$ cat src/adc_ctrl_defines.svh
`ifndef ADC_CTRL_DEFINES_SVH
`define ADC_CTRL_DEFINES_SVH
`define RESULT_W        10
`define FIFO_DEPTH      8
`define FIFO_AW         3
`define SAMPLE_START_EDGE 4'h4
`define SHORT_SAMPLE_EDGES 5'h0c
`define LONG_SAMPLE_EDGES  5'h18
`define FRAME_EDGES     5'h10
`define CMD_MSB         15
`define CMD_LSB         12
`define DONT_CARE_BITS  6
// Conversion takes this many conversion-clock ticks
`define CONV_TICKS      4'ha
// Internal oscillator divider, 50 MHz down to one tick every 4 cycles
`define OSC_DIV         2'h3
// Flag output mode values
`define FLAG_EOC        1'b0
`define FLAG_INT        1'b1
`endif

$ cat src/adc_ctrl_pkg.sv
`include "adc_ctrl_defines.svh"
package adc_ctrl_pkg;
	typedef enum logic [1:0] {
		MUX_EXT    = 2'b00,
		MUX_TEST_A = 2'b01,
		MUX_TEST_B = 2'b10,
		MUX_TEST_C = 2'b11
	} mux_kind_t;

	typedef enum logic [1:0] {
		REF_INT_2V = 2'b00,
		REF_INT_4V = 2'b01,
		REF_EXT    = 2'b10,
		REF_EXT2   = 2'b11
	} ref_sel_t;

	typedef struct packed {
		logic       long_sample;   // 24 edges instead of 12
		logic       sclk_conv_clk; // Conversion clock from serial clock
		logic       flag_is_int;   // Flag output mode
		logic       auto_pd;       // Power down after each conversion
		logic       sw_pd;         // Software power down
		logic       fast_speed;    // Faster conversion speed
		ref_sel_t   ref_sel;
		mux_kind_t  mux_kind;
		logic [3:0] channel;
	} adc_cfg_t;

	typedef enum logic [2:0] {
		S_IDLE   = 3'b000,
		S_SAMPLE = 3'b001,
		S_EXT    = 3'b010,
		S_CONV   = 3'b011,
		S_DONE   = 3'b100
	} conv_state_t;
endpackage

$ cat src/adc_sample_ctrl.sv
`timescale 1ns/1ps
`include "adc_ctrl_defines.svh"
// Behaviour
// - Normal sampling starts automatically after the fourth serial clock edge.
// - Normal sampling lasts 12 or 24 serial clocks, per configuration.
// - Falling start strobe begins sampling the selected channel.
// - Rising start strobe enters hold and starts the conversion.
// - Start strobe ignores serial clock and works with chip select high.
// - Extended sampling lasts as long as the strobe stays low.
// - Chip select fall clears edge counter, enables input if frame sync is high, drives output.
// - Input capture stops at 16 edges or chip select rise.
// - Serial output floats once chip select has risen.
// - Conversion clock is internal oscillator or serial clock.
// - Multiplexer selects an external input or one of three test voltages.
// - Reference is internal 2 V, internal 4 V, or external.
// - Software, pin and automatic power down; selectable conversion speed.
// - Results are held in an eight-entry first-in first-out store.
// - Every conversion result is ten bits wide.
// - Input is MSB first; top four bits are the command; twelve data bits follow.
// - Reads send the 10-bit previous result first, then six don't-care bits.
// - Frame sync fall clears the edge counter and enables input capture.
// - End-of-conversion flag low from sample end to result ready, mode 00.
module adc_sample_ctrl
	import adc_ctrl_pkg::*;
(
	input  wire logic                   i_clk,          // 50 MHz system clock
	input  wire logic                   i_reset_n,      // Async reset, active low
	input  wire logic                   i_cs_n,         // Chip select pin
	input  wire logic                   i_sclk,         // Serial clock pin
	input  wire logic                   i_sdi,          // Serial data in pin
	input  wire logic                   i_frame_sync_input_n, // Frame sync pin
	input  wire logic                   i_conversion_start_strobe_n, // Start strobe pin
	input  wire logic                   i_power_down_pin_n, // Hardware power down pin
	input  wire adc_ctrl_pkg::adc_cfg_t i_config_word,  // Configuration word
	input  wire logic [1:0]             i_conv_mode,    // Conversion mode
	input  wire logic [`RESULT_W-1:0]   i_adc_result,   // Result from the analogue core
	output logic                        o_sdo,          // Serial data out
	output logic                        o_sdo_oe,       // Serial out drive enable
	output logic                        o_flag_n,       // EOC or INT output
	output logic                        o_sample,       // Sample switch closed
	output logic                        o_conv_tick,    // Conversion clock tick
	output logic                        o_powered,      // Analogue circuits powered
	output logic                        o_fast,         // Fast conversion speed
	output adc_ctrl_pkg::ref_sel_t      o_ref_sel,      // Reference choice
	output adc_ctrl_pkg::mux_kind_t     o_mux_kind,     // Multiplexer source kind
	output logic [3:0]                  o_mux_channel,  // External channel
	output logic [3:0]                  o_cmd,          // Decoded command nibble
	output logic [11:0]                 o_cfg_data,     // Configuration data bits
	output logic                        o_cmd_valid     // Command frame complete, pulse
);
	import adc_ctrl_pkg::*;

	typedef struct packed {
		logic                 cs_d;
		logic                 fs_d;
		logic                 sclk_d;
		logic                 cst_d;
		logic                 fs_mode;
		logic                 sdi_en;
		logic [4:0]           edges;
		logic [15:0]          shift_in;
		logic [15:0]          shift_out;
		logic                 sdo;
		logic                 sdo_oe;
		conv_state_t          st;
		logic [4:0]           samp_cnt;
		logic [3:0]           conv_cnt;
		logic [1:0]           osc_div;
		logic                 tick;
		logic                 flag_n;
		logic                 sample;
		logic                 powered;
		logic [3:0]           cmd;
		logic [11:0]          cfg_data;
		logic                 cmd_valid;
	} state_t;

	state_t s_reg;
	state_t s_next;
	logic cs_s, sclk_s, sdi_s, fs_s, cst_s, pd_s;
	logic fifo_empty, fifo_full, fifo_push, fifo_pop;
	logic [`RESULT_W-1:0] fifo_data;

	// All pins cross through two flops before use
	bit_sync #(.INIT(1'b1)) u_cs   (.i_clk(i_clk), .i_reset_n(i_reset_n), .i_async(i_cs_n), .o_sync(cs_s));
	bit_sync #(.INIT(1'b0)) u_sclk (.i_clk(i_clk), .i_reset_n(i_reset_n), .i_async(i_sclk), .o_sync(sclk_s));
	bit_sync #(.INIT(1'b0)) u_sdi  (.i_clk(i_clk), .i_reset_n(i_reset_n), .i_async(i_sdi), .o_sync(sdi_s));
	bit_sync #(.INIT(1'b1)) u_fs   (.i_clk(i_clk), .i_reset_n(i_reset_n), .i_async(i_frame_sync_input_n),
		.o_sync(fs_s));
	bit_sync #(.INIT(1'b1)) u_cst  (.i_clk(i_clk), .i_reset_n(i_reset_n),
		.i_async(i_conversion_start_strobe_n), .o_sync(cst_s));
	bit_sync #(.INIT(1'b1)) u_pd   (.i_clk(i_clk), .i_reset_n(i_reset_n), .i_async(i_power_down_pin_n),
		.o_sync(pd_s));

	result_fifo #(.W(`RESULT_W), .AW(`FIFO_AW)) u_fifo (
		.i_clk     (i_clk),
		.i_reset_n (i_reset_n),
		.i_push    (fifo_push),
		.i_data    (i_adc_result),
		.i_pop     (fifo_pop),
		.o_data    (fifo_data),
		.o_empty   (fifo_empty),
		.o_full    (fifo_full)
	);

	// Edge events seen by the system clock
	logic cs_fall, cs_rise, fs_fall, sclk_rise, sclk_fall, cst_fall, cst_rise, shift_edge, conv_src;
	assign cs_fall   = s_reg.cs_d && !cs_s;
	assign cs_rise   = !s_reg.cs_d && cs_s;
	assign fs_fall   = s_reg.fs_d && !fs_s;
	assign sclk_rise = !s_reg.sclk_d && sclk_s;
	assign sclk_fall = s_reg.sclk_d && !sclk_s;
	assign cst_fall  = s_reg.cst_d && !cst_s;
	assign cst_rise  = !s_reg.cst_d && cst_s;
	// DSP framing shifts on the falling edge, SPI on the rising edge
	assign shift_edge = s_reg.fs_mode ? sclk_fall : sclk_rise;
	assign conv_src   = i_config_word.sclk_conv_clk ? sclk_rise : (s_reg.osc_div == `OSC_DIV);
	assign fifo_push  = (s_reg.st == S_CONV) && s_reg.tick && (s_reg.conv_cnt == `CONV_TICKS - 4'h1);
	// Popped only where a frame loads it; frame sync alone loads nothing
	assign fifo_pop   = cs_fall && !fifo_empty;

	always_comb begin
		s_next           = s_reg;
		s_next.cs_d      = cs_s;
		s_next.fs_d      = fs_s;
		s_next.sclk_d    = sclk_s;
		s_next.cst_d     = cst_s;
		s_next.cmd_valid = 1'b0;
		s_next.osc_div   = s_reg.osc_div + 2'h1;
		s_next.tick      = conv_src;
		s_next.powered   = pd_s && !i_config_word.sw_pd;

		// Frame start: SPI on chip select, DSP on frame sync
		if (cs_fall) begin
			s_next.edges     = 5'h00;
			s_next.fs_mode   = !fs_s;
			s_next.sdi_en    = fs_s;
			s_next.sdo_oe    = 1'b1;
			s_next.shift_out = {fifo_empty ? i_adc_result : fifo_data, {`DONT_CARE_BITS{1'b0}}};
			s_next.sdo       = fifo_empty ? i_adc_result[`RESULT_W-1] : fifo_data[`RESULT_W-1];
			if (s_reg.flag_n == 1'b0 && i_config_word.flag_is_int) begin
				s_next.flag_n = 1'b1;
			end
		end else if (fs_fall && !cs_s) begin
			s_next.edges   = 5'h00;
			s_next.sdi_en  = 1'b1;
			s_next.fs_mode = 1'b1;
		end else if (cs_rise) begin
			s_next.sdi_en = 1'b0;
			s_next.sdo_oe = 1'b0;
		end else if (!cs_s && shift_edge && s_reg.edges != `FRAME_EDGES) begin
			s_next.edges = s_reg.edges + 5'h01;
			if (s_reg.sdi_en) begin
				s_next.shift_in = {s_reg.shift_in[14:0], sdi_s};
			end
			s_next.shift_out = {s_reg.shift_out[14:0], 1'b0};
			s_next.sdo       = s_reg.shift_out[14];
			if (s_reg.edges == `FRAME_EDGES - 5'h01) begin
				s_next.sdi_en    = 1'b0;
				s_next.sdo_oe    = 1'b0;
				s_next.cmd       = s_reg.shift_in[14:11];
				s_next.cfg_data  = {s_reg.shift_in[10:0], sdi_s};
				s_next.cmd_valid = 1'b1;
			end
		end

		// Sampling and conversion sequence
		unique case (s_reg.st)
			S_IDLE: begin
				if (cst_fall && s_next.powered) begin
					s_next.st     = S_EXT;
					s_next.sample = 1'b1;
				end else if (!cs_s && shift_edge && s_reg.edges == `SAMPLE_START_EDGE - 5'h01
						&& s_next.powered) begin
					s_next.st       = S_SAMPLE;
					s_next.sample   = 1'b1;
					s_next.samp_cnt = i_config_word.long_sample ? `LONG_SAMPLE_EDGES : `SHORT_SAMPLE_EDGES;
				end
			end
			S_SAMPLE: begin
				if (sclk_rise) begin
					s_next.samp_cnt = s_reg.samp_cnt - 5'h01;
					if (s_reg.samp_cnt == 5'h01) begin
						s_next.st       = S_CONV;
						s_next.sample   = 1'b0;
						s_next.conv_cnt = 4'h0;
						if (!i_config_word.flag_is_int && i_conv_mode == 2'b00) begin
							s_next.flag_n = 1'b0;
						end
					end
				end
			end
			S_EXT: begin
				if (cst_rise) begin
					s_next.st       = S_CONV;
					s_next.sample   = 1'b0;
					s_next.conv_cnt = 4'h0;
					if (!i_config_word.flag_is_int && i_conv_mode == 2'b00) begin
						s_next.flag_n = 1'b0;
					end
				end
			end
			S_CONV: begin
				if (s_reg.tick) begin
					s_next.conv_cnt = s_reg.conv_cnt + 4'h1;
					if (s_reg.conv_cnt == `CONV_TICKS - 4'h1) begin
						s_next.st = S_DONE;
					end
				end
			end
			S_DONE: begin
				s_next.st     = S_IDLE;
				// EOC rises on ready; INT falls on ready
				s_next.flag_n = i_config_word.flag_is_int ? 1'b0 : 1'b1;
				if (i_config_word.flag_is_int) begin
					s_next.sdo_oe = 1'b0;
				end
				if (i_config_word.auto_pd) begin
					s_next.powered = 1'b0;
				end
			end
			default: begin
				s_next.st = S_IDLE;
			end
		endcase
		if (!pd_s) begin
			s_next.st     = S_IDLE;
			s_next.sample = 1'b0;
		end
	end

	always_ff @(posedge i_clk or negedge i_reset_n) begin
		if (!i_reset_n) begin
			s_reg <= '{cs_d: 1'b1, fs_d: 1'b1, cst_d: 1'b1, flag_n: 1'b1, st: S_IDLE, default: '0};
		end else begin
			s_reg <= s_next;
		end
	end

	// Outputs straight from state flops
	assign o_sdo         = s_reg.sdo;
	assign o_sdo_oe      = s_reg.sdo_oe;
	assign o_flag_n      = s_reg.flag_n;
	assign o_sample      = s_reg.sample;
	assign o_conv_tick   = s_reg.tick;
	assign o_powered     = s_reg.powered;
	assign o_cmd         = s_reg.cmd;
	assign o_cfg_data    = s_reg.cfg_data;
	assign o_cmd_valid   = s_reg.cmd_valid;

	// Analogue selections registered once per cycle
	always_ff @(posedge i_clk or negedge i_reset_n) begin
		if (!i_reset_n) begin
			o_fast        <= 1'b0;
			o_ref_sel     <= REF_INT_2V;
			o_mux_kind    <= MUX_EXT;
			o_mux_channel <= 4'h0;
		end else begin
			o_fast        <= i_config_word.fast_speed;
			o_ref_sel     <= i_config_word.ref_sel;
			o_mux_kind    <= i_config_word.mux_kind;
			o_mux_channel <= i_config_word.channel;
		end
	end

	property p_cs_rise_float;
		@(posedge i_clk) disable iff (!i_reset_n) cs_rise |=> !o_sdo_oe;
	endproperty
	a_cs_rise_float: assert property (p_cs_rise_float) else $error("sdo still driven after cs rise");

	property p_cs_fall_drive;
		@(posedge i_clk) disable iff (!i_reset_n) cs_fall |=> o_sdo_oe && s_reg.edges == 5'h00;
	endproperty
	a_cs_fall_drive: assert property (p_cs_fall_drive) else $error("cs fall did not start frame");

	property p_stop_at16;
		@(posedge i_clk) disable iff (!i_reset_n) s_reg.edges == `FRAME_EDGES |-> !s_reg.sdi_en;
	endproperty
	a_stop_at16: assert property (p_stop_at16) else $error("input enabled past 16 edges");

	property p_fs_fall;
		@(posedge i_clk) disable iff (!i_reset_n) (fs_fall && !cs_s && !cs_fall) |=> s_reg.sdi_en;
	endproperty
	a_fs_fall: assert property (p_fs_fall) else $error("frame sync did not enable input");

	property p_strobe_fall;
		@(posedge i_clk) disable iff (!i_reset_n)
			(s_reg.st == S_IDLE && cst_fall && pd_s && !i_config_word.sw_pd) |=> o_sample && s_reg.st == S_EXT;
	endproperty
	a_strobe_fall: assert property (p_strobe_fall) else $error("strobe fall did not start sampling");

	property p_strobe_rise;
		@(posedge i_clk) disable iff (!i_reset_n)
			(s_reg.st == S_EXT && cst_rise && pd_s) |=> !o_sample && s_reg.st == S_CONV;
	endproperty
	a_strobe_rise: assert property (p_strobe_rise) else $error("strobe rise did not hold");

	property p_ext_hold;
		@(posedge i_clk) disable iff (!i_reset_n) (s_reg.st == S_EXT && !cst_s && pd_s) |=> o_sample;
	endproperty
	a_ext_hold: assert property (p_ext_hold) else $error("sampling ended with strobe low");

	property p_conv_len;
		@(posedge i_clk) disable iff (!i_reset_n)
			$rose(s_reg.st == S_CONV) |-> !fifo_push ##1 (s_reg.st == S_CONV || !pd_s);
	endproperty
	a_conv_len: assert property (p_conv_len) else $error("conversion ended at once");

	property p_sample_len;
		@(posedge i_clk) disable iff (!i_reset_n)
			$rose(s_reg.st == S_SAMPLE) |-> (s_reg.samp_cnt == `SHORT_SAMPLE_EDGES
				|| s_reg.samp_cnt == `LONG_SAMPLE_EDGES);
	endproperty
	a_sample_len: assert property (p_sample_len) else $error("bad sample length");
endmodule

$ cat src/bit_sync.sv
`timescale 1ns/1ps
// Two-flop level synchroniser, resets to a given level
module bit_sync #(
	parameter logic INIT = 1'b1
) (
	input  wire logic i_clk,     // System clock
	input  wire logic i_reset_n, // Async reset, active low
	input  wire logic i_async,   // Level from another domain
	output logic      o_sync     // Synchronised level
);
	logic meta_reg;

	// First flop is read only by the second
	always_ff @(posedge i_clk or negedge i_reset_n) begin
		if (!i_reset_n) begin
			meta_reg <= INIT;
			o_sync   <= INIT;
		end else begin
			meta_reg <= i_async;
			o_sync   <= meta_reg;
		end
	end
endmodule

$ cat src/result_fifo.sv
`timescale 1ns/1ps
`include "adc_ctrl_defines.svh"
// Result store; a full store drops the newest result
module result_fifo #(
	parameter int W  = `RESULT_W,
	parameter int AW = `FIFO_AW
) (
	input  wire logic         i_clk,     // System clock
	input  wire logic         i_reset_n, // Async reset, active low
	input  wire logic         i_push,    // Write one result
	input  wire logic [W-1:0] i_data,    // Result to write
	input  wire logic         i_pop,     // Drop the oldest result
	output logic      [W-1:0] o_data,    // Oldest result
	output logic              o_empty,   // No results held
	output logic              o_full     // All entries used
);
	logic [W-1:0] mem [2**AW];
	logic [AW:0]  wp_reg;
	logic [AW:0]  rp_reg;
	logic         do_push;
	logic         do_pop;

	assign o_empty = (wp_reg == rp_reg);
	assign o_full  = (wp_reg[AW-1:0] == rp_reg[AW-1:0]) && (wp_reg[AW] != rp_reg[AW]);
	assign do_push = i_push && !o_full;
	assign do_pop  = i_pop && !o_empty;
	assign o_data  = mem[rp_reg[AW-1:0]];

	// Storage carries no reset, pointers do
	always_ff @(posedge i_clk) begin
		if (do_push) begin
			mem[wp_reg[AW-1:0]] <= i_data;
		end
	end

	always_ff @(posedge i_clk or negedge i_reset_n) begin
		if (!i_reset_n) begin
			wp_reg <= '0;
			rp_reg <= '0;
		end else begin
			if (do_push) begin
				wp_reg <= wp_reg + 1'b1;
			end
			if (do_pop) begin
				rp_reg <= rp_reg + 1'b1;
			end
		end
	end
endmodule

$ cat config.mk
export PLATFORM = sky130hd
export DESIGN_NAME = adc_sample_ctrl
export DESIGN_NICKNAME = d
export VERILOG_FILES = /design/src/adc_ctrl_pkg.sv /design/src/adc_sample_ctrl.sv /design/src/bit_sync.sv /design/src/result_fifo.sv
export VERILOG_INCLUDE_DIRS = /design/src
export SDC_FILE = /design/constraint.sdc
export NUM_CORES = 1
export LEC_CHECK = 0
export BUFFER_PORTS_ARGS = -buffer_cell sky130_fd_sc_hd__buf_2
export CORE_UTILIZATION = 35
export DETAILED_ROUTE_END_ITERATION = 7
export PLACE_DENSITY = 0.52
export SLEW_MARGIN = 15
export SYNTH_ARGS = -nofsm -noshare
export SYNTH_HDL_FRONTEND = slang
export SYNTH_SLANG_ARGS = --single-unit
$ cat constraint.sdc
create_clock -name i_clk -period 3.5 [get_ports i_clk]
set_input_delay 0.35 -clock i_clk [delete_from_list [all_inputs] [get_ports i_clk]]
set_output_delay 0.35 -clock i_clk [all_outputs]
set_load 0.1 [all_outputs]
==> impl_metrics.json <==
{
  "clock_path_buffers": 2,
  "fin_cells": 863,
  "grt_pass1_vias": 4462,
  "dieWidth_um": 151.3,
  "nets": 617,
  "grt_usage_pct": 13.94,
  "drt-initial-drc-count": 251,
  "grt_setup_unrepaired": "no",
  "whs_ns": 0.02365,
  "syn_inst": 509,
  "first_pass_iters": 5,
  "ys_seq_area_share_pct": 65.02,
  "setup_slack_ns": 0.9676,
  "fmax_mhz": 394.9,
  "wl_per_cell_um": 17.13,
  "hold_viol": 0,
  "antenna_left": 0,
  "maxCapViolations": 0,
  "io_pins": 66,
  "synth_edf_count": 80,
  "dp.cells": 829,
  "slew_violations": 0,
  "syn_area_mm2": 0.007797,
  "start_kind": "flip-flop",
  "synth_compound_area_share_pct": 7.574,
  "endpoint_kind": "flip-flop",
  "start_util_pct": 35.73,
  "synth.top_cell.area_share_pct": 30.81,
  "synth_area_leaders": "edfxtp_1 31%, dfrtp_1 30%, mux4_2 5.8%",
  "synthXorXnorAreaFrac_pct": 1.236,
  "clk_pin_slew_ns": 0.07,
  "postSynthAreaPerCell_um2": 15.32,
  "syn-num-nets": 556,
  "drcViolationCount": 0,
  "yosys-mux-area-fraction_pct": 13.00,
  "fin_tns_setup_ns": 0,
  "grt-ovfl-total": 0,
  "drt-total-wl_um": 14790,
  "critical_path_class": "flip-flop to flip-flop",
  "finClkSkew_ns": 0.01739,
  "tightest_slew_ns": 0.9716,
  "place_worst_setup_slack_ns": 0.9615,
  "synth_top_family_by_area": "multiplexers",
  "ir_drop_mv": 0.2726,
  "yosysWarnings": 0,
  "clkSinkCount": 186,
  "yosys.area.top_type": "edfxtp_1",
  "async_reset_ff_share_pct": 56.99,
  "synth_flop_cell": "dfrtp_1",
  "grt_pass1_wl_um": 23770,
  "fin_crit_sh_pct": 72.35,
  "fin_crit_ns": 2.532,
  "dp.final_hpwl_um": 10150,
  "area_growth_pct": 14.18,
  "setup_viol": 0,
  "cts_tree": "done",
  "cellPowerDensity_mw_per_mm2": 526.5,
  "path_max_fanout": 11,
  "p_leak_nw": 3.623,
  "row_count": 54,
  "antenna_cells": 0,
  "critPathRequiredTime_ns": 3.63,
  "chipHeight_um": 151.3,
  "cts_setup_buffers": 0,
  "grt_max_degree": 49,
  "cts-root-buf": "clkbuf_16",
  "core_area_mm2": 0.02182,
  "synth_cell_types": 60,
  "hold_path.class": "input port to flip-flop",
  "dieArea_mm2": 0.02288,
  "synthAdderAreaFrac_pct": 2.086,
  "outcome": "completed",
  "via_per_inst": 4.981,
  "critPathArrivalTime_ns": 2.66,
  "drive_gt1_share_pct": 32.93,
  "num_vias": 4299,
  "worstSkewPairLatency_ns": 0.43,
  "synth-seq-cells": 186,
  "htree_levels": 4,
  "cts_resized": 0,
  "p_total_mw": 4.688,
  "yosys.area_share.simple_pct": 6.900,
  "gp_congestion": 0.7793,
  "slew_headroom_pct": 35.09,
  "cts_inserted_buffers": 17,
  "largest_register_ff_count": 80,
  "antenna_found_initial": 0,
  "io_buffers": 65
}
cells in the final DEF, fill, tap and decap left out, types with 11 or more instances in the layout:
| cell type | synthesis | routed |
|---|---|---|
| dfrtp_1 | 94 | 94 |
| edfxtp_1 | 80 | 80 |
| buf_2 | 9 | 64 |
| mux2_2 | 33 | 33 |
| nand2_1 | 23 | 23 |
| mux4_2 | 20 | 20 |
| o21ai_0 | 19 | 19 |
| clkbuf_16 | 0 | 18 |
| inv_1 | 15 | 15 |
| buf_4 | 19 | 15 |
| a21oi_1 | 13 | 13 |
| ha_1 | 13 | 13 |
| nand3_1 | 12 | 12 |
| dfstp_2 | 12 | 12 |
| nor2_1 | 11 | 11 |
| a211oi_1 | 11 | 11 |
cells by family after synthesis:
group / count (synthesis)
flops: 186
compound gates: 87
simple gates: 91
buf+inv: 54
mux: 67
fa+ha+maj: 13
xor+xnor: 11
final timing paths:
check | cells past startpoint | startpoint | to | slack, ns
min | 1 | i_cs_n | u_cs.meta_reg | 0.02
min in group asynchronous | 2 | i_reset_n | s_reg[32] | 0.49
min reg2reg | 0 | u_sdi.meta_reg | u_sdi.o_sync | 0.35
max reg2reg | 6 | s_reg[32] | u_fifo.mem[4][9] | 0.97
max | 6 | s_reg[32] | u_fifo.mem[4][9] | 0.97
max in group asynchronous | 3 | i_reset_n | u_fifo.wp_reg[1] | 2.16
per-layer routing:
layer  GRT usage, %  vias to the layer above  routed length [um]
met1          18.77                     2188                6941
met5              0                        -                   0
met2          22.05                       83                7151
li1               -                     2021                   -
met3          2.741                        7                 517
met4          5.600                        0                 176
cells in the mapped netlist (2+ instances only):
cell	n
a211oi_1	11
a21oi_1	13
a22oi_1	10
a2bb2oi_1	10
a31oi_1	2
buf_12	2
buf_2	9
buf_4	19
clkbuf_1	7
dfrtp_1	94
dfstp_2	12
edfxtp_1	80
ha_1	13
inv_1	15
mux2_2	33
mux2_4	10
mux2i_1	3
mux4_2	20
nand2_1	23
nand2b_1	4
nand3_1	12
nand4_1	4
nor2_1	11
nor2b_1	7
nor3_1	5
nor3b_1	9
nor4b_1	3
o211ai_1	3
o21ai_0	19
o22ai_1	3
o31ai_1	5
xnor2_1	6
xor2_1	5
power by group:
group          internal (mW)  switching [mW]
Combinational          0.124           0.246
Clock                  0.983           0.885
Sequential              2.37          0.0786
Total                   3.48            1.21
per-stage QoR:
step | area, um^2 | util [%]
global route | 8904 | 40.80
detailed placement | 8310 | 38.08
CTS | 8894 | 40.75
global placement | 8310 | 38.08
floorplan | 7797 | -
finish | 8904 | 40.80
worst max-delay path: stages (launching register included):
cell and delay [ns]:
dfrtp_1 0.51, nor2b_1 0.37, nand3_1 0.18, a31oi_1 0.46
nand2b_1 0.25, nor3b_1 0.24, buf_4 0.22
cell type report:
cell class	count	area, um^2
Clock buffer	18	450.4
Tap cell	280	350.3
Clock inverter	14	122.6
Timing Repair Buffer	81	452.9
Fill cell	1991	12920
Multi-Input combinational cell	269	2401
Inverter	15	56.30
Sequential cell	186	5070
timing repair:
action	in CTS	in global routing
setup endpoints to repair	0	0
hold endpoints to repair	45	1
hold buffers	1	1
(Power assumes the default switching activity.)
